$ cat config.mk
export PLATFORM = sky130hd
export DESIGN_NAME = cas_top
export DESIGN_NICKNAME = d
export VERILOG_FILES = /design/src/core/cas_pkg.sv /design/src/core/cas_if.sv /design/src/core/cas_chan.sv /design/src/core/cas_top.sv
export VERILOG_INCLUDE_DIRS = /design/src /design/src/core
export SDC_FILE = /design/constraint.sdc
export NUM_CORES = 1
export LEC_CHECK = 0
export ABC_AREA = 1
export BUFFER_PORTS_ARGS = -buffer_cell sky130_fd_sc_hd__buf_2
export CAP_MARGIN = 20
export CELL_PAD_IN_SITES_DETAIL_PLACEMENT = 0
export CELL_PAD_IN_SITES_GLOBAL_PLACEMENT = 2
export CORE_MARGIN = 5
export CORE_UTILIZATION = 33
export DETAILED_ROUTE_END_ITERATION = 6
export PLACE_DENSITY = 0.85
export SYNTH_ARGS = -nofsm -noshare
export SYNTH_HDL_FRONTEND = slang
export SYNTH_HIERARCHICAL = 1
export SYNTH_SLANG_ARGS = --single-unit
$ cat constraint.sdc
create_clock -name i_mclk -period 30.9 [get_ports i_mclk]
set_input_delay 1.545 -clock i_mclk [delete_from_list [all_inputs] [get_ports i_mclk]]
set_output_delay 1.545 -clock i_mclk [all_outputs]
set_load 0.05 [all_outputs]
$ cat src/core/cas_cfg.svh
// Purpose: constants of the channel alarm/pulse register slice
// Assumes: word index = printed offset, byte address = 4 * index
// Notes:   index[7:4] is the channel, index[3:0] the register
`ifndef CAS_CFG_SVH
`define CAS_CFG_SVH

`define CAS_NCH          14
`define CAS_PIN_W        16
`define CAS_ADDR_W       12
`define CAS_REG_MASK     4'h4
`define CAS_REG_LEVEL    4'h5
`define CAS_REG_CHG      4'h6
`define CAS_REG_FIFO     4'h7
`define CAS_REG_SEG1     4'h8
`define CAS_REG_SEG2     4'h9
`define CAS_IDX_GLB_CTL  8'he0
`define CAS_IDX_GLB_SEL  8'he5
`define CAS_GIE_BIT      0
`define CAS_OVF_SEL_BIT  7
`define CAS_SIGN_BIT     6
`define CAS_RST_BYTE     8'h00
`define CAS_RST_SEG      7'h00
`define CAS_ZERO_WORD    32'h0000_0000

`endif

$ cat src/core/cas_pkg.sv
// Purpose: shared types of the channel alarm/pulse register slice
// Assumes: constants live in cas_cfg.svh
// Notes:   none
package cas_pkg;

  typedef enum logic [0:0] {
    CAS_IDLE = 1'b0,
    CAS_RESP = 1'b1
  } cas_apb_e;

  typedef logic [7:0] cas_byte_t;
  typedef logic [6:0] cas_seg_t;

endpackage : cas_pkg

$ cat src/core/cas_if.sv
// Purpose: register strobes between the bus slave and one channel slice
// Assumes: strobes are single-cycle, qualified by channel select
// Notes:   rdata and irq are combinational from the slice
`timescale 1ns/1ps
interface cas_if;
  logic       wr;
  logic       rd;
  logic [3:0] addr;
  logic [7:0] wdata;
  logic [7:0] rdata;
  logic       ovf_sel;
  logic       irq;

  modport top (output wr, rd, addr, wdata, ovf_sel, input rdata, irq);
  modport chan (input wr, rd, addr, wdata, ovf_sel, output rdata, irq);
endinterface : cas_if

$ cat src/core/cas_chan.sv
// Purpose: one channel of alarm change status, enables and segments
// Assumes: pin inputs already synchronised by the top
// Notes:   read clear and change set meet: the set wins
`timescale 1ns/1ps
`include "cas_cfg.svh"
module cas_chan
  import cas_pkg::*;
(
  input  wire logic                  i_clk,
  input  wire logic                  i_rst_n,
  cas_if.chan                        bus,
  input  wire logic [`CAS_PIN_W-1:0] i_pins,
  output logic      [6:0]            o_seg1,
  output logic      [6:0]            o_seg2
);
  cas_byte_t level;
  cas_byte_t chg_q;
  cas_byte_t chg_d;
  cas_byte_t prev_q;
  cas_byte_t mask_q;
  cas_seg_t  seg1_q;
  cas_seg_t  seg2_q;
  logic      viol;
  logic      fifo_sel;
  logic      clr_chg;
  logic      wr_mask;
  logic      wr_seg1;
  logic      wr_seg2;

  assign viol     = bus.ovf_sel ? i_pins[3] : i_pins[2];
  assign fifo_sel = i_pins[9];
  assign level    = {i_pins[0], i_pins[1], i_pins[8] | i_pins[9], viol,
                     i_pins[4], i_pins[5], i_pins[6], i_pins[7]};
  assign clr_chg  = bus.rd & (bus.addr == `CAS_REG_CHG);
  assign chg_d    = (chg_q & ~{8{clr_chg}}) | (level ^ prev_q);
  assign wr_mask  = bus.wr & (bus.addr == `CAS_REG_MASK);
  assign wr_seg1  = bus.wr & (bus.addr == `CAS_REG_SEG1);
  assign wr_seg2  = bus.wr & (bus.addr == `CAS_REG_SEG2);
  assign bus.irq  = |(chg_q & mask_q);
  assign bus.rdata = (bus.addr == `CAS_REG_MASK)  ? mask_q :
                     (bus.addr == `CAS_REG_LEVEL) ? level :
                     (bus.addr == `CAS_REG_CHG)   ? chg_q :
                     (bus.addr == `CAS_REG_FIFO)  ? {1'b0, fifo_sel, i_pins[15:10]} :
                     (bus.addr == `CAS_REG_SEG1)  ? {1'b0, seg1_q} :
                     (bus.addr == `CAS_REG_SEG2)  ? {1'b0, seg2_q} : `CAS_RST_BYTE;

  always_ff @(posedge i_clk or negedge i_rst_n) begin
    if (!i_rst_n) begin
      chg_q  <= `CAS_RST_BYTE;
      prev_q <= `CAS_RST_BYTE;
      mask_q <= `CAS_RST_BYTE;
      seg1_q <= `CAS_RST_SEG;
      seg2_q <= `CAS_RST_SEG;
    end else begin
      chg_q  <= chg_d;
      prev_q <= level;
      if (wr_mask) mask_q <= bus.wdata;
      if (wr_seg1) seg1_q <= bus.wdata[6:0];
      if (wr_seg2) seg2_q <= bus.wdata[6:0];
    end
  end

  assign o_seg1 = seg1_q;
  assign o_seg2 = seg2_q;
endmodule : cas_chan

$ cat src/core/cas_top.sv
// Purpose: APB slave over fourteen channel alarm/pulse register slices
// Assumes: 40 MHz i_mclk, alarm pins asynchronous to it
// Notes:   one wait state on every transfer
`timescale 1ns/1ps
`include "cas_cfg.svh"

module cas_top
  import cas_pkg::*;
(
  input  wire logic                     i_mclk,
  input  wire logic                     i_reset_n,
  input  wire logic                     i_psel,
  input  wire logic                     i_penable,
  input  wire logic                     i_pwrite,
  input  wire logic [`CAS_ADDR_W-1:0]   i_paddr,
  input  wire logic [31:0]              i_pwdata,
  input  wire logic [3:0]               i_pstrb,
  output logic      [31:0]              o_prdata,
  output logic                          o_pready,
  output logic                          o_pslverr,
  output logic                          o_irq,
  input  wire logic [`CAS_NCH-1:0]      i_eq_flag,
  input  wire logic [`CAS_NCH-1:0]      i_drv_mon,
  input  wire logic [`CAS_NCH-1:0]      i_line_viol,
  input  wire logic [`CAS_NCH-1:0]      i_cnt_ovf,
  input  wire logic [`CAS_NCH-1:0]      i_loop_code,
  input  wire logic [`CAS_NCH-1:0]      i_all_ones,
  input  wire logic [`CAS_NCH-1:0]      i_sig_loss,
  input  wire logic [`CAS_NCH-1:0]      i_pseudo_pat,
  input  wire logic [`CAS_NCH-1:0]      i_rx_fifo_lim,
  input  wire logic [`CAS_NCH-1:0]      i_tx_fifo_lim,
  input  wire logic [`CAS_NCH*6-1:0]    i_cable_att,
  output logic      [`CAS_NCH-1:0]      o_ovs_dir,
  output logic      [`CAS_NCH*6-1:0]    o_ovs_mag,
  output logic      [`CAS_NCH-1:0]      o_seg2_dir,
  output logic      [`CAS_NCH*6-1:0]    o_seg2_mag
);

  // ******************************************************
  // reset release
  // ******************************************************
  logic rst_meta_q;
  logic rst_sync_q;
  logic rst_n;

  always_ff @(posedge i_mclk or negedge i_reset_n) begin
    if (!i_reset_n) begin
      rst_meta_q <= 1'b0;
      rst_sync_q <= 1'b0;
    end else begin
      rst_meta_q <= 1'b1;
      rst_sync_q <= rst_meta_q;
    end
  end

  assign rst_n = rst_sync_q;

  // ******************************************************
  // pin synchronisers
  // ******************************************************
  localparam int PINS = `CAS_NCH * `CAS_PIN_W;

  logic [PINS-1:0] pin_raw;
  logic [PINS-1:0] pin_meta_q;
  logic [PINS-1:0] pin_sync_q;

  // per channel: {att[5:0], tx, rx, qrp, los, ais, loop, ovf, lcv, dmo, eq}
  for (genvar g = 0; g < `CAS_NCH; g++) begin : g_pack
    assign pin_raw[g*`CAS_PIN_W +: `CAS_PIN_W] = {
      i_cable_att[g*6 +: 6],
      i_tx_fifo_lim[g],
      i_rx_fifo_lim[g],
      i_pseudo_pat[g],
      i_sig_loss[g],
      i_all_ones[g],
      i_loop_code[g],
      i_cnt_ovf[g],
      i_line_viol[g],
      i_drv_mon[g],
      i_eq_flag[g]
    };
  end

  // first stage feeds only the second
  always_ff @(posedge i_mclk or negedge rst_n) begin
    if (!rst_n) begin
      pin_meta_q <= '0;
    end else begin
      pin_meta_q <= pin_raw;
    end
  end

  // only this stage is read by the slices
  always_ff @(posedge i_mclk or negedge rst_n) begin
    if (!rst_n) begin
      pin_sync_q <= '0;
    end else begin
      pin_sync_q <= pin_meta_q;
    end
  end

  // ******************************************************
  // address decode
  // ******************************************************
  logic [7:0] reg_idx;
  logic [3:0] ch_num;
  logic [3:0] reg_num;
  logic       hi_zero;
  logic       ch_ok;
  logic       reg_ok;
  logic       is_glb_ctl;
  logic       is_glb_sel;
  logic       is_glb;
  logic       mapped;
  logic       ch_hit;

  // word index is the printed offset
  assign reg_idx    = i_paddr[9:2];
  assign hi_zero    = (i_paddr[`CAS_ADDR_W-1:10] == 2'b00);
  assign ch_num     = reg_idx[7:4];
  assign reg_num    = reg_idx[3:0];
  assign ch_ok      = (ch_num < 4'(`CAS_NCH));
  assign reg_ok     = (reg_num >= `CAS_REG_MASK) & (reg_num <= `CAS_REG_SEG2);
  assign is_glb_ctl = (reg_idx == `CAS_IDX_GLB_CTL);
  assign is_glb_sel = (reg_idx == `CAS_IDX_GLB_SEL);
  assign is_glb     = is_glb_ctl | is_glb_sel;
  assign ch_hit     = hi_zero & ch_ok & reg_ok;
  assign mapped     = ch_hit | (hi_zero & is_glb);

  // ******************************************************
  // APB transfer control
  // ******************************************************
  cas_apb_e state_q;
  cas_apb_e state_d;
  logic     acc_go;
  logic     done_go;
  logic     wr_go;
  logic     rd_go;
  logic     acc_ph;
  logic     st_idle;
  logic     st_resp;
  logic     lane0;

  // access phase as seen in either state
  assign acc_ph  = i_psel & i_penable;
  assign st_idle = (state_q == CAS_IDLE);
  assign st_resp = (state_q == CAS_RESP);
  // first access cycle samples data, second one completes
  assign acc_go  = acc_ph & st_idle;
  assign done_go = acc_ph & st_resp;
  // narrow registers sit in byte lane 0
  assign lane0   = i_pstrb[0];
  assign wr_go   = done_go & i_pwrite & lane0 & mapped;
  // read side effect at sampling, so cleared bits equal returned bits
  assign rd_go   = acc_go & ~i_pwrite & ch_hit;

  always_comb begin
    state_d = state_q;
    unique case (state_q)
      CAS_IDLE: begin
        if (acc_go) state_d = CAS_RESP;
      end
      CAS_RESP: begin
        state_d = CAS_IDLE;
      end
    endcase
  end

  // ******************************************************
  // global registers
  // ******************************************************
  cas_byte_t glb_ctl_q;
  cas_byte_t glb_sel_q;
  logic      global_irq_enable;
  logic      ovf_sel;
  logic      wr_glb_ctl;
  logic      wr_glb_sel;

  // global bytes sit in lane 0 like the channel registers
  assign wr_glb_ctl = wr_go & is_glb_ctl;
  assign wr_glb_sel = wr_go & is_glb_sel;
  assign global_irq_enable        = glb_ctl_q[`CAS_GIE_BIT];
  assign ovf_sel    = glb_sel_q[`CAS_OVF_SEL_BIT];

  // other bits of both bytes are stored only
  always_ff @(posedge i_mclk or negedge rst_n) begin
    if (!rst_n) begin
      glb_ctl_q <= `CAS_RST_BYTE;
    end else if (wr_glb_ctl) begin
      glb_ctl_q <= i_pwdata[7:0];
    end
  end

  always_ff @(posedge i_mclk or negedge rst_n) begin
    if (!rst_n) begin
      glb_sel_q <= `CAS_RST_BYTE;
    end else if (wr_glb_sel) begin
      glb_sel_q <= i_pwdata[7:0];
    end
  end

  // ******************************************************
  // channel slices
  // ******************************************************
  logic [7:0]         ch_rdata [`CAS_NCH];
  logic [`CAS_NCH-1:0] ch_irq;
  logic [6:0]         seg1 [`CAS_NCH];
  logic [6:0]         seg2 [`CAS_NCH];

  for (genvar g = 0; g < `CAS_NCH; g++) begin : g_ch
    logic sel;
    cas_if u_if ();

    assign sel          = (ch_num == 4'(g));
    assign u_if.wr      = wr_go & ch_hit & sel;
    assign u_if.rd      = rd_go & sel;
    assign u_if.addr    = reg_num;
    assign u_if.wdata   = i_pwdata[7:0];
    assign u_if.ovf_sel = ovf_sel;
    assign ch_rdata[g]  = u_if.rdata;
    assign ch_irq[g]    = u_if.irq;

    cas_chan u_chan (
      .i_clk   (i_mclk),
      .i_rst_n (rst_n),
      .bus     (u_if.chan),
      .i_pins  (pin_sync_q[g*`CAS_PIN_W +: `CAS_PIN_W]),
      .o_seg1  (seg1[g]),
      .o_seg2  (seg2[g])
    );

    // slices hold segments one and two of eight
    assign o_ovs_dir[g]       = seg1[g][`CAS_SIGN_BIT];
    assign o_ovs_mag[g*6 +: 6] = seg1[g][5:0];
    assign o_seg2_dir[g]       = seg2[g][`CAS_SIGN_BIT];
    assign o_seg2_mag[g*6 +: 6] = seg2[g][5:0];
  end

  // ******************************************************
  // read data select
  // ******************************************************
  cas_byte_t           ch_sel_data;
  cas_byte_t           glb_data;
  cas_byte_t           rd_byte;
  logic [31:0]         rd_word;
  logic [7:0]          rd_or [`CAS_NCH+1];
  logic [`CAS_NCH-1:0] ch_pick;

  // and-or select: no array index by an address past channel 13
  assign rd_or[0] = `CAS_RST_BYTE;
  for (genvar g = 0; g < `CAS_NCH; g++) begin : g_rd
    assign ch_pick[g] = ch_hit & (ch_num == 4'(g));
    assign rd_or[g+1] = rd_or[g] | (ch_rdata[g] & {8{ch_pick[g]}});
  end

  assign ch_sel_data = rd_or[`CAS_NCH];
  assign glb_data    = is_glb_ctl ? glb_ctl_q :
                       is_glb_sel ? glb_sel_q : `CAS_RST_BYTE;
  assign rd_byte     = (hi_zero & is_glb) ? glb_data : ch_sel_data;
  // upper lanes always read zero
  assign rd_word     = {24'h00_0000, rd_byte};

  // ******************************************************
  // interrupt
  // ******************************************************
  logic irq_any;
  logic irq_q;

  assign irq_any = global_irq_enable & (|ch_irq);

  // registered so the pin never glitches on decode
  always_ff @(posedge i_mclk or negedge rst_n) begin
    if (!rst_n) begin
      irq_q <= 1'b0;
    end else begin
      irq_q <= irq_any;
    end
  end

  // ******************************************************
  // response registers
  // ******************************************************
  logic [31:0] prdata_q;
  logic        pready_q;
  logic        pslverr_q;

  always_ff @(posedge i_mclk or negedge rst_n) begin
    if (!rst_n) begin
      state_q <= CAS_IDLE;
    end else begin
      state_q <= state_d;
    end
  end

  // one pulse per transfer, error only with it
  always_ff @(posedge i_mclk or negedge rst_n) begin
    if (!rst_n) begin
      pready_q  <= 1'b0;
      pslverr_q <= 1'b0;
    end else begin
      pready_q  <= acc_go;
      pslverr_q <= acc_go & ~mapped;
    end
  end

  // writes hold read data at zero so a stale value never leaks out
  always_ff @(posedge i_mclk or negedge rst_n) begin
    if (!rst_n) begin
      prdata_q <= `CAS_ZERO_WORD;
    end else if (acc_go) begin
      prdata_q <= i_pwrite ? `CAS_ZERO_WORD : rd_word;
    end
  end

  // ******************************************************
  // outputs
  // ******************************************************
  assign o_prdata  = prdata_q;
  assign o_pready  = pready_q;
  assign o_pslverr = pslverr_q;
  assign o_irq     = irq_q;

endmodule : cas_top

==> results.json, run 1 <==
{
  "pre_cts_ws_ns": 25.21,
  "outcome": "complete, no violations",
  "grt_use_total": 0.2065,
  "fin_cells": 6595,
  "vias": 32040,
  "rrSetupSlack_ns": 27.34,
  "cts_tree": "yes",
  "cts_buffers": 112,
  "dr.pass1.iters": 6,
  "die_h_um": 366.3,
  "p_per_area_mw_per_mm2": 60.01,
  "grt_antenna_before_repair": 11,
  "r2r-end": "pin_meta_q[52]$_DFF_PN0_",
  "criticalPathCategory": "input pin to flip-flop",
  "clkSlewWorstSetupHoldPaths_ns": 0.06,
  "drc": 0,
  "final_cell_mix": "nand2_1 (1,217), dfrtp_1 (1,007), nand3_1 (582), buf_2 (443), o21ai_0 (322)",
  "syn_area_per_cell_um2": 9.587,
  "leakage_nw": 24.87,
  "dieArea_mm2": 0.1342,
  "synth.distinct_cells": 32,
  "grt_pass1_vias": 31900,
  "final_max_slew_viol_count": 0,
  "cp-startpoint": "i_paddr[5]",
  "crit_required_ns": 31.57,
  "setup_viol_count_final": 0,
  "maxCapViolCount": 0,
  "ir_drop_mv": 0.05053,
  "syn_area_mm2": 0.04189,
  "fin_skew_ns": 0.03039,
  "hold_violations": 0,
  "cts_resized": 0,
  "rsz0062_at_grt": "no",
  "cts.path.max_buffers": 3,
  "fin_ws_ns": 25.98,
  "vias_per_cell": 4.858,
  "async_flop_share": 1.000,
  "grt_max_degree": 172,
  "fp.coreArea_mm2": 0.1259,
  "min_to": "pin_sync_q[149]$_DFF_PN0_",
  "max_freq_mhz": 203.2,
  "first_iter_violations": 2538,
  "ys_seq_elements": 1009,
  "insertion_delay_ns": 0.72,
  "h-tree-depth": 3,
  "ctsHoldBuffers": 0,
  "synth_edf_count": 0,
  "start_util": 0.3327,
  "hold_depth": 0,
  "io_buffers": 454,
  "fin_crit_sh": 0.1593,
  "area_growth_syn_to_layout_pct": 17.97,
  "path_max_fanout": 51,
  "hold_start": "pin_meta_q[149]$_DFF_PN0_",
  "total_power_mw": 2.965,
  "ios": 508,
  "yosys_warnings": 6,
  "tightest_slew_ns": 1.045,
  "arrival_ns": 5.59,
  "hold_ws_ns": 0.3280,
  "ys_seq_area_frac": 0.6028,
  "hold_class": "flip-flop to flip-flop",
  "drive_gt1_frac": 0.1759,
  "hpwl_um": 97070,
  "grt_pass1_wl_um": 210600,
  "nFillCells": 12700,
  "synth_ff_type": "dfrtp_1",
  "clock-sinks": 1009,
  "min_period_ns": 4.922,
  "r2r_start": "rst_n$_DFF_PN0_",
  "final_antenna_net_count": 0,
  "ff2ff_path_depth": 3,
  "end_kind": "flip-flop",
  "die_w_um": 366.3,
  "drt-wirelength-per-cell_um": 21.42,
  "layout.nets": 5123,
  "finalSetupTns_ns": 0,
  "dp.cells": 6381,
  "gp_congestion": 0.8387,
  "postSynthCellCount": 4369,
  "grt-ovfl-total": 0,
  "mostFrequentLayoutCell": "nand2_1",
  "maxSlewHeadroom": 0.2960,
  "drt_wl_total_um": 141300,
  "postCtsSetupRepairBufs": 0,
  "cts-root-buf": "clkbuf_16",
  "rows": 130,
  "critPathLaunchType": "input pin"
}
-- cell type report --
cell class,instances,area (um2),area share
sequential,1009,25250,0.5111
multi-input combinational,2978,14520,0.2938
clock buffer,148,3129,0.06333
timing repair buffer,492,2646,0.05355
tap,1650,2064,0.04178
inverter,253,949.7,0.01922
clock inverter,61,843.3,0.01707
antenna,4,10.01,0.0002026
-- layer usage --
metal  up-vias  part of all wire  GRT usage
li1      15250                 -          -
met1     15710              0.45     0.2843
met2       891              0.47     0.3347
met3       184             0.054    0.03736
met4         4             0.026    0.06010
met5         -           0.00019          0
-- cells by family after synthesis --
kind of cell | after synthesis | share of synthesized area
buf+inv | 405 | 0.05287
simple gates | 2393 | 0.2622
xor+xnor | 112 | 0.02342
flops | 1009 | 0.6028
compound gates | 448 | 0.05849
other cells | 2 | 0.0001793
-- per-stage QoR --
step	utilization	area (um2)
3_3_place_gp	0.3606	45400
5_1_grt	0.3924	49400
3_5_place_dp	0.3606	45400
2_1_floorplan	-	41970
6_report	0.3925	49410
4_1_cts	0.3922	49380
-- worst max-delay path, stage by stage --
cell     delay, ns
buf_4         0.44
inv_1         0.18
nand2_4       0.14
nand2_2       0.07
nor2_4        0.09
buf_4         0.50
nand2_1       0.23
inv_2         0.52
nand2_1       0.15
nor2_1        0.67
inv_1         0.52
nor2_4        0.33
nand2_1       0.07
nand2_1       0.09
-- registers in the layout, indices dropped and copies added, names as in the netlist --
| register | flops |
|---|---|
| rst_n | 1 |
| g_ch.u_chan/chg_q | 112 |
| g_ch.u_chan/mask_q | 112 |
| g_ch.u_chan/prev_q | 112 |
| pin_meta_q | 224 |
| glb_sel_q | 8 |
| rst_meta_q | 1 |
| o_pready | 1 |
| g_ch.u_chan/o_seg2 | 98 |
| glb_ctl_q | 8 |
| o_pslverr | 1 |
| o_prdata | 8 |
| g_ch.u_chan/o_seg1 | 98 |
| o_irq | 1 |
| pin_sync_q | 224 |
-- power breakdown --
group | total (mW) | switching (mW) | internal, mW
combinational | 0.163 | 0.124 | 0.0387
sequential | 1.38 | 0.0197 | 1.36
clock | 1.42 | 0.566 | 0.858
total | 2.97 | 0.710 | 2.26
-- cells in the mapped netlist (36+ instances only) --
cell	count	area share
a21oi_1	58	0.0069
buf_4	44	0.0079
buf_6	45	0.012
dfrtp_1	1009	0.60
inv_1	248	0.022
nand2_1	1217	0.11
nand2_2	36	0.0054
nand3_1	582	0.070
nand4_1	104	0.016
nor2_1	310	0.028
nor2_4	85	0.023
o21ai_0	322	0.038
xnor2_1	84	0.018
-- worst max-delay path by stage --
stage	cells after the start	endpoint	slack, ns
after floorplan	0	g_ch[0].u_chan/chg_q[0]$_DFF_PN0_	0.69
after global placement	14	g_ch[8].u_chan/o_seg1[1]$_DFFE_PN0P_	25.26
after detailed placement	14	g_ch[8].u_chan/o_seg1[1]$_DFFE_PN0P_	25.21
after CTS	14	g_ch[8].u_chan/o_seg1[1]$_DFFE_PN0P_	26.01
after global routing	13	g_ch[2].u_chan/o_seg2[0]$_DFFE_PN0P_	25.64
final	14	g_ch[8].u_chan/o_seg1[1]$_DFFE_PN0P_	25.98
No activity file was read; power rests on OpenSTA's default activity.
==> run 2: changes to the inputs <==
--- a/config.mk
+++ b/config.mk
@@ -6,15 +6,15 @@
 export SDC_FILE = /design/constraint.sdc
 export NUM_CORES = 1
 export LEC_CHECK = 0
-export ABC_AREA = 1
+export ABC_AREA = 0
 export BUFFER_PORTS_ARGS = -buffer_cell sky130_fd_sc_hd__buf_2
 export CAP_MARGIN = 20
 export CELL_PAD_IN_SITES_DETAIL_PLACEMENT = 0
 export CELL_PAD_IN_SITES_GLOBAL_PLACEMENT = 2
 export CORE_MARGIN = 5
-export CORE_UTILIZATION = 33
+export CORE_UTILIZATION = 40
 export DETAILED_ROUTE_END_ITERATION = 6
-export PLACE_DENSITY = 0.85
+export PLACE_DENSITY = 0.89
 export SYNTH_ARGS = -nofsm -noshare
 export SYNTH_HDL_FRONTEND = slang
 export SYNTH_HIERARCHICAL = 1
==> constraint.sdc (replaced) <==
create_clock -name i_mclk -period 4.75 [get_ports i_mclk]
set_input_delay 0.2375 -clock i_mclk [delete_from_list [all_inputs] [get_ports i_mclk]]
set_output_delay 0.2375 -clock i_mclk [all_outputs]
set_load 0.05 [all_outputs]
==> run 2 against run 1 <==
Net effect:
- synthesized area shrank 2.5%
- non-clock buffer count grew 247
- combinational power rose to 7.9 times the previous value
- clock power rose to 6.3 times the previous value
- worst hold slack got worse by 0.24 ns
- count of clock-buffer cells in the layout increased by 2
- power grew to 6.5 times the previous value
- sequential share of layout area decreased by 1.3 points
- synthesized cell count shrank 27%
- via count fell by 11%
==> results.json, run 2 <==
{
  "crit_buf_inv": 0,
  "layout.nets": 4173,
  "syn_area_mm2": 0.04083,
  "grt_pass1_wl_um": 193200,
  "die_w_um": 329.5,
  "cts-root-buf": "clkbuf_16",
  "sw_frac_of_total": 0.2343,
  "grt_util_met3": 0.05880,
  "grt_pass1_vias": 29350,
  "largestRegisters": "pin_meta_q x224, pin_sync_q x224",
  "arrival_ns": 3.77,
  "met1_usage": 0.3241,
  "clock-sinks": 1009,
  "comb_power_share": 0.067,
  "final_max_slew_viol_count": 0,
  "synth.area.top_cells": "dfrtp_1 (62%), mux2_2 (9.3%), mux2i_1 (3.4%)",
  "rsz0062_at_grt": "no",
  "nFillCells": 8984,
  "ys_seq_elements": 1009,
  "vias": 28390,
  "ys_seq_area_frac": 0.6184,
  "hold_class": "input pin to flip-flop",
  "fin_crit_sh": 0.6688,
  "hpwl_um": 91200,
  "ir_drop_mv": 0.2817,
  "tightest_slew_ns": 1.040,
  "outcome": "complete, no violations",
  "critPathLaunchType": "flip-flop",
  "seq_power_share": 0.466,
  "switchingPower_mw": 4.509,
  "cts.path.max_buffers": 3,
  "maxSlewHeadroom": 0.3001,
  "syn_area_per_cell_um2": 12.84,
  "drt-wirelength-per-cell_um": 24.57,
  "ios": 508,
  "place_area_mm2": 0.04453,
  "synth_most_common_cell": "dfrtp_1",
  "crit_path_frequent_cell": "nand2_1",
  "fin_util": 0.4990,
  "leakage_nw": 24.01,
  "grt_max_degree": 145,
  "clkSlewWorstSetupHoldPaths_ns": 0.06,
  "maxCapViolCount": 0,
  "postLayoutCellArea_mm2": 0.05069,
  "cts_resized": 0,
  "vias_per_cell": 5.288,
  "final_cell_mix": "dfrtp_1 (1,007), buf_2 (451), mux2_2 (337), nand2_1 (288), dlygate4sd3_1 (226)",
  "slowest_stage": "or2_2",
  "area_growth_syn_to_layout_pct": 24.16,
  "grt-ovfl-total": 0,
  "min_period_ns": 3.177,
  "rows": 117,
  "synth.distinct_cells": 74,
  "dr.pass1.iters": 6,
  "postSynthCellCount": 3181,
  "cts_buffers": 109,
  "synth_ff_type": "dfrtp_1",
  "setup_viol_count_final": 0,
  "grt_antenna_before_repair": 18,
  "drive_gt1_frac": 0.2844,
  "yosys_warnings": 6,
  "final_antenna_net_count": 0,
  "end_kind": "flip-flop",
  "drc": 0,
  "netlist.area_leader.share": 0.6184,
  "hold_violations": 0,
  "crit_required_ns": 5.34,
  "fin_skew_ns": 0.02622,
  "max_freq_mhz": 314.8,
  "synth_common_cells": "dfrtp_1 (1,009), mux2_2 (337), nand2_1 (288)",
  "first_iter_violations": 2062,
  "p_per_area_mw_per_mm2": 379.6,
  "drt_wl_total_um": 131900,
  "gp_congestion": 0.9236,
  "finalSetupTns_ns": 0,
  "clockPowerShare": 0.467,
  "cts_tree": "yes",
  "fin_cells": 5368,
  "dieArea_mm2": 0.1086,
  "dp.cells": 4927,
  "critical_path.top_delay_family": "simple AND/OR/NAND/NOR gates",
  "fp.coreArea_mm2": 0.1016,
  "cp_cell_sequence": "nand3b_1 -> or2_2 -> nor3_1 -> or3b_2 -> nand2_1 -> nand2_1",
  "synth_edf_count": 0,
  "async_flop_share": 1.000,
  "mostFrequentLayoutCell": "dfrtp_1",
  "start_util": 0.4019,
  "synth_area_leader_cell": "dfrtp_1",
  "grt_use_total": 0.2408,
  "path_max_fanout": 12,
  "critPathMaxStageDelay_ns": 0.73,
  "top_usage_layer": "met2",
  "h-tree-depth": 3,
  "grt_use_met2": 0.3801,
  "power.internal_mw": 14.74,
  "io_buffers": 454,
  "criticalPathCategory": "flip-flop to flip-flop",
  "die_h_um": 329.5,
  "insertion_delay_ns": 0.70
}
==> run 2: cell types whose count changed after synthesis, moves of 100 or more <==
cell / previous run / this run
nand2_1: 1217 / 288
nor2b_1: 0 / 101
inv_1: 248 / 47
mux2_2: 0 / 337
mux2i_1: 0 / 137
o21ai_0: 322 / 222
nand3_1: 582 / 68
nor2_1: 310 / 144
==> run 2: tightest hold or removal path: stages <==
cell and delay, ns:
buf_2 0.14, nor2_1 0.06, buf_4 0.17, o21ai_0 0.08, a32oi_1 0.05
==> run 2: through the flow <==
stage / hold slack, ns / worst slack (ns) / power [mW]
2_1_floorplan: -0.05809 / -4.932 / 9.749
3_3_place_gp: 0.02418 / 1.350 / 10.26
3_5_place_dp: 0.02666 / 1.318 / 10.28
4_1_cts: 0.03747 / 1.538 / 19.46
5_1_grt: 0.09279 / 1.509 / 19.91
6_report: 0.08321 / 1.573 / 19.24
==> run 2: logic make-up (layout without fill, tap and decap cells) <==
logic type / after synthesis / after routing / share of synthesized area
xor+xnor: 113 / 113 / 0.02424
other cells: 2 / 37 / 0.0001839
buf+inv: 205 / 989 / 0.02914
mux: 492 / 492 / 0.1365
flops: 1009 / 1009 / 0.6184
simple gates: 801 / 801 / 0.1065
compound gates: 559 / 559 / 0.08510
==> run 2: layout make-up <==
cell class / count / area, um2 / area share
Sequential cell: 1009 / 25250 / 0.4982
Multi-Input combinational cell: 1990 / 14480 / 0.2856
Timing Repair Buffer: 739 / 5174 / 0.1021
Clock buffer: 150 / 3164 / 0.06242
Tap cell: 1368 / 1712 / 0.03376
Clock inverter: 53 / 708.2 / 0.01397
Inverter: 47 / 176.4 / 0.003480
Antenna cell: 12 / 30.03 / 0.0005923
==> run 2: per-layer routing <==
metal  routed length [um]  part of all wire
met1                54450              0.41
met2                61340              0.47
met3                10280             0.078
met4                 5757             0.044
met5                   56           0.00042
==> run 2: power groups by stage <==
| stage | sequential [mW] | clock (mW) | combinational [mW] |
|---|---|---|---|
| after CTS | 8.98 | 9.18 | 1.30 |
| after detailed placement | 9.13 | 0 | 1.15 |
| final | 8.98 | 8.98 | 1.29 |
| after floorplan | 9.20 | 0 | 0.548 |
| after global routing | 9.00 | 9.51 | 1.40 |
| after global placement | 9.12 | 0 | 1.14 |
==> run 2: timing repair <==
action | in CTS | in global routing
hold buffers | 226 | 0
hold endpoints to repair | 226 | 0
buffers inserted | 0 | 0
==> run 2: worst paths after layout <==
path / startpoint / endpoint / slack [ns] / cells after the start
hold reg to reg: pin_meta_q[191]$_DFF_PN0_ / pin_sync_q[191]$_DFF_PN0_ / 0.34 / 0
hold / removal: i_pwrite / o_prdata[7]$_DFFE_PN0P_ / 0.08 / 5
min in group asynchronous: i_reset_n / rst_n$_DFF_PN0_ / 0.38 / 3
max in group asynchronous: rst_n$_DFF_PN0_ / g_ch[11].u_chan/o_seg2[4]$_DFFE_PN0P_ / 2.92 / 1
setup reg to reg: o_pready$_DFF_PN0_ / g_ch[13].u_chan/chg_q[3]$_DFF_PN0_ / 1.57 / 6
setup / recovery: o_pready$_DFF_PN0_ / g_ch[13].u_chan/chg_q[3]$_DFF_PN0_ / 1.57 / 6
==> run 3: changes to the inputs <==
--- a/config.mk
+++ b/config.mk
@@ -12,9 +12,9 @@
 export CELL_PAD_IN_SITES_DETAIL_PLACEMENT = 0
 export CELL_PAD_IN_SITES_GLOBAL_PLACEMENT = 2
 export CORE_MARGIN = 5
-export CORE_UTILIZATION = 40
+export CORE_UTILIZATION = 36
 export DETAILED_ROUTE_END_ITERATION = 6
-export PLACE_DENSITY = 0.89
+export PLACE_DENSITY = 0.85
 export SYNTH_ARGS = -nofsm -noshare
 export SYNTH_HDL_FRONTEND = slang
 export SYNTH_HIERARCHICAL = 1
==> constraint.sdc (replaced) <==
create_clock -name i_mclk -period 2.91 [get_ports i_mclk]
set_input_delay 0.1455 -clock i_mclk [delete_from_list [all_inputs] [get_ports i_mclk]]
set_output_delay 0.1455 -clock i_mclk [all_outputs]
set_load 0.05 [all_outputs]
==> run 3 against run 2 <==
Net effect:
- flip-flop and latch count is the same
- utilization shrank 3.1 points
- worst setup slack lost 1.5 ns
- final cell count grew 5.9%
- critical path depth grew 3
==> results.json, run 3 (synthesis gave the netlist of run 2 again) <==
{
  "io_buffers": 454,
  "cts_tree": "yes",
  "cts.path.max_buffers": 3,
  "maxCapViolCount": 0,
  "die_h_um": 346.8,
  "fin_ws_ns": 0.08357,
  "arrival_ns": 3.39,
  "final_max_slew_viol_count": 0,
  "cts-root-buf": "clkbuf_16",
  "grt_antenna_before_repair": 8,
  "critPathLaunchType": "flip-flop",
  "vias_per_cell": 5.090,
  "fp.coreArea_mm2": 0.1125,
  "rows": 123,
  "h-tree-depth": 3,
  "fin_crit_sh": 0.9713,
  "drive_gt1_frac": 0.3164,
  "cts_buffers": 109,
  "fin_cells": 5685,
  "setup_viol_count_final": 0,
  "finalSetupTns_ns": 0,
  "pre_cts_ws_ns": 0.03397,
  "criticalPathCategory": "flip-flop to flip-flop",
  "drt-wirelength-per-cell_um": 24.21,
  "grt_pass1_wl_um": 201900,
  "grt_max_degree": 122,
  "vias": 28940,
  "fin_skew_ns": 0.02207,
  "gp_congestion": 0.9306,
  "rsz0062_at_grt": "no",
  "mostFrequentLayoutCell": "dfrtp_1",
  "die_w_um": 346.8,
  "fin_util": 0.4680,
  "insertion_delay_ns": 0.69,
  "crit_required_ns": 3.48,
  "dieArea_mm2": 0.1202,
  "area_growth_syn_to_layout_pct": 28.94,
  "grt-ovfl-total": 0,
  "hold_depth": 2,
  "path_max_fanout": 11,
  "clkSlewWorstSetupHoldPaths_ns": 0.07,
  "p_per_area_mw_per_mm2": 607.2,
  "hold_class": "input pin to flip-flop",
  "cts_resized": 0,
  "final_cell_mix": "dfrtp_1 (1,008), buf_2 (452), mux2_2 (337), nand2_1 (288), dlygate4sd3_1 (227)",
  "max_freq_mhz": 353.8,
  "tightest_slew_ns": 1.001,
  "dp.cells": 5258,
  "maxSlewHeadroom": 0.3327,
  "start_util": 0.3629,
  "outcome": "complete, no violations",
  "layout.nets": 4373,
  "drc": 0,
  "hold_violations": 0,
  "diodes": 0,
  "min_period_ns": 2.826,
  "hpwl_um": 99930,
  "ir_drop_mv": 0.4814,
  "dr.pass1.iters": 7,
  "largestRegisters": "pin_meta_q x224, pin_sync_q x224",
  "grt_pass1_vias": 30040,
  "postCtsSetupRepairBufs": 0,
  "clock-sinks": 1009,
  "hold_ws_ns": 0.08715,
  "ff2ff_path_depth": 9,
  "ios": 508,
  "leakage_nw": 25.06,
  "drt_wl_total_um": 137600,
  "final_antenna_net_count": 0,
  "end_kind": "flip-flop",
  "grt_use_total": 0.2237,
  "first_iter_violations": 2250
}
[run 3: cell types whose count changed in the layout (fill, tap and decap cells not counted), sizes merged]
cell | before | now
buf | 512 | 711
bufinv | 14 | 19
clkbuf | 151 | 150
clkinv | 28 | 17
clkinvlp | 6 | 10
diode | 12 | 0
dlygate4sd3 | 226 | 227
[run 3: worst paths after layout]
kind / from / to / slack, ns
max: o_pready$_DFF_PN0_ / g_ch[5].u_chan/chg_q[0]$_DFF_PN0_ / 0.08
min: i_cable_att[37] / pin_meta_q[107]$_DFF_PN0_ / 0.09
max reg2reg: o_pready$_DFF_PN0_ / g_ch[5].u_chan/chg_q[0]$_DFF_PN0_ / 0.08
min reg2reg: pin_meta_q[160]$_DFF_PN0_ / pin_sync_q[160]$_DFF_PN0_ / 0.34
max in group asynchronous: rst_n$_DFF_PN0_ / g_ch[2].u_chan/o_seg1[5]$_DFFE_PN0P_ / 1.50
min in group asynchronous: i_reset_n / rst_n$_DFF_PN0_ / 0.32
[run 3: worst max-delay path, cell delays in order (launching register included)]
cell and delay (ns):
dfrtp_1 0.44, nand3b_1 0.33, buf_4 0.28, nor2_1 0.10, buf_4 0.18, nand3_1 0.24
nor2_1 0.35, or3b_2 0.61, nand2_1 0.11, nand2_1 0.05
[run 3: layout make-up]
type	count	area, um2
clock inverters	51	800.8
well taps	1500	1877
fillers	10180	59850
inverters	47	176.4
repair buffers	939	6938
flip-flops and latches	1009	25250
multi-input cells	1990	14480
clock buffers	149	3123
[run 3: power by group]
group          switching, mW  internal (mW)  leakage (nW)
clock                   5.78           9.20          1.90
combinational           1.40          0.924          11.0
sequential             0.231           14.4          12.2
total                   7.42           24.6          25.1
[run 3: what timing repair did]
action,in CTS,in global routing
setup endpoints to repair,0,0
hold buffers,227,0
endpoints found under the hold margin,230,0
[run 3: per-stage QoR]
| stage | total power, mW | area (um2) |
|---|---|---|
| 6_report | 31.97 | 52640 |
| 5_1_grt | 33.07 | 52640 |
| 4_1_cts | 32.33 | 52640 |
| 3_5_place_dp | 17.01 | 46450 |
| 3_3_place_gp | 17.00 | 46450 |
| 2_1_floorplan | 15.91 | 40920 |
[run 3: metal layers]
layer / vias to the layer above / global-route usage / wire (um)
met3: 225 / 0.04286 / 7820
met2: 930 / 0.3589 / 64110
met1: 14790 / 0.3079 / 60700
met5: - / 0 / 23
met4: 4 / 0.07420 / 4967
li1: 12980 / - / -
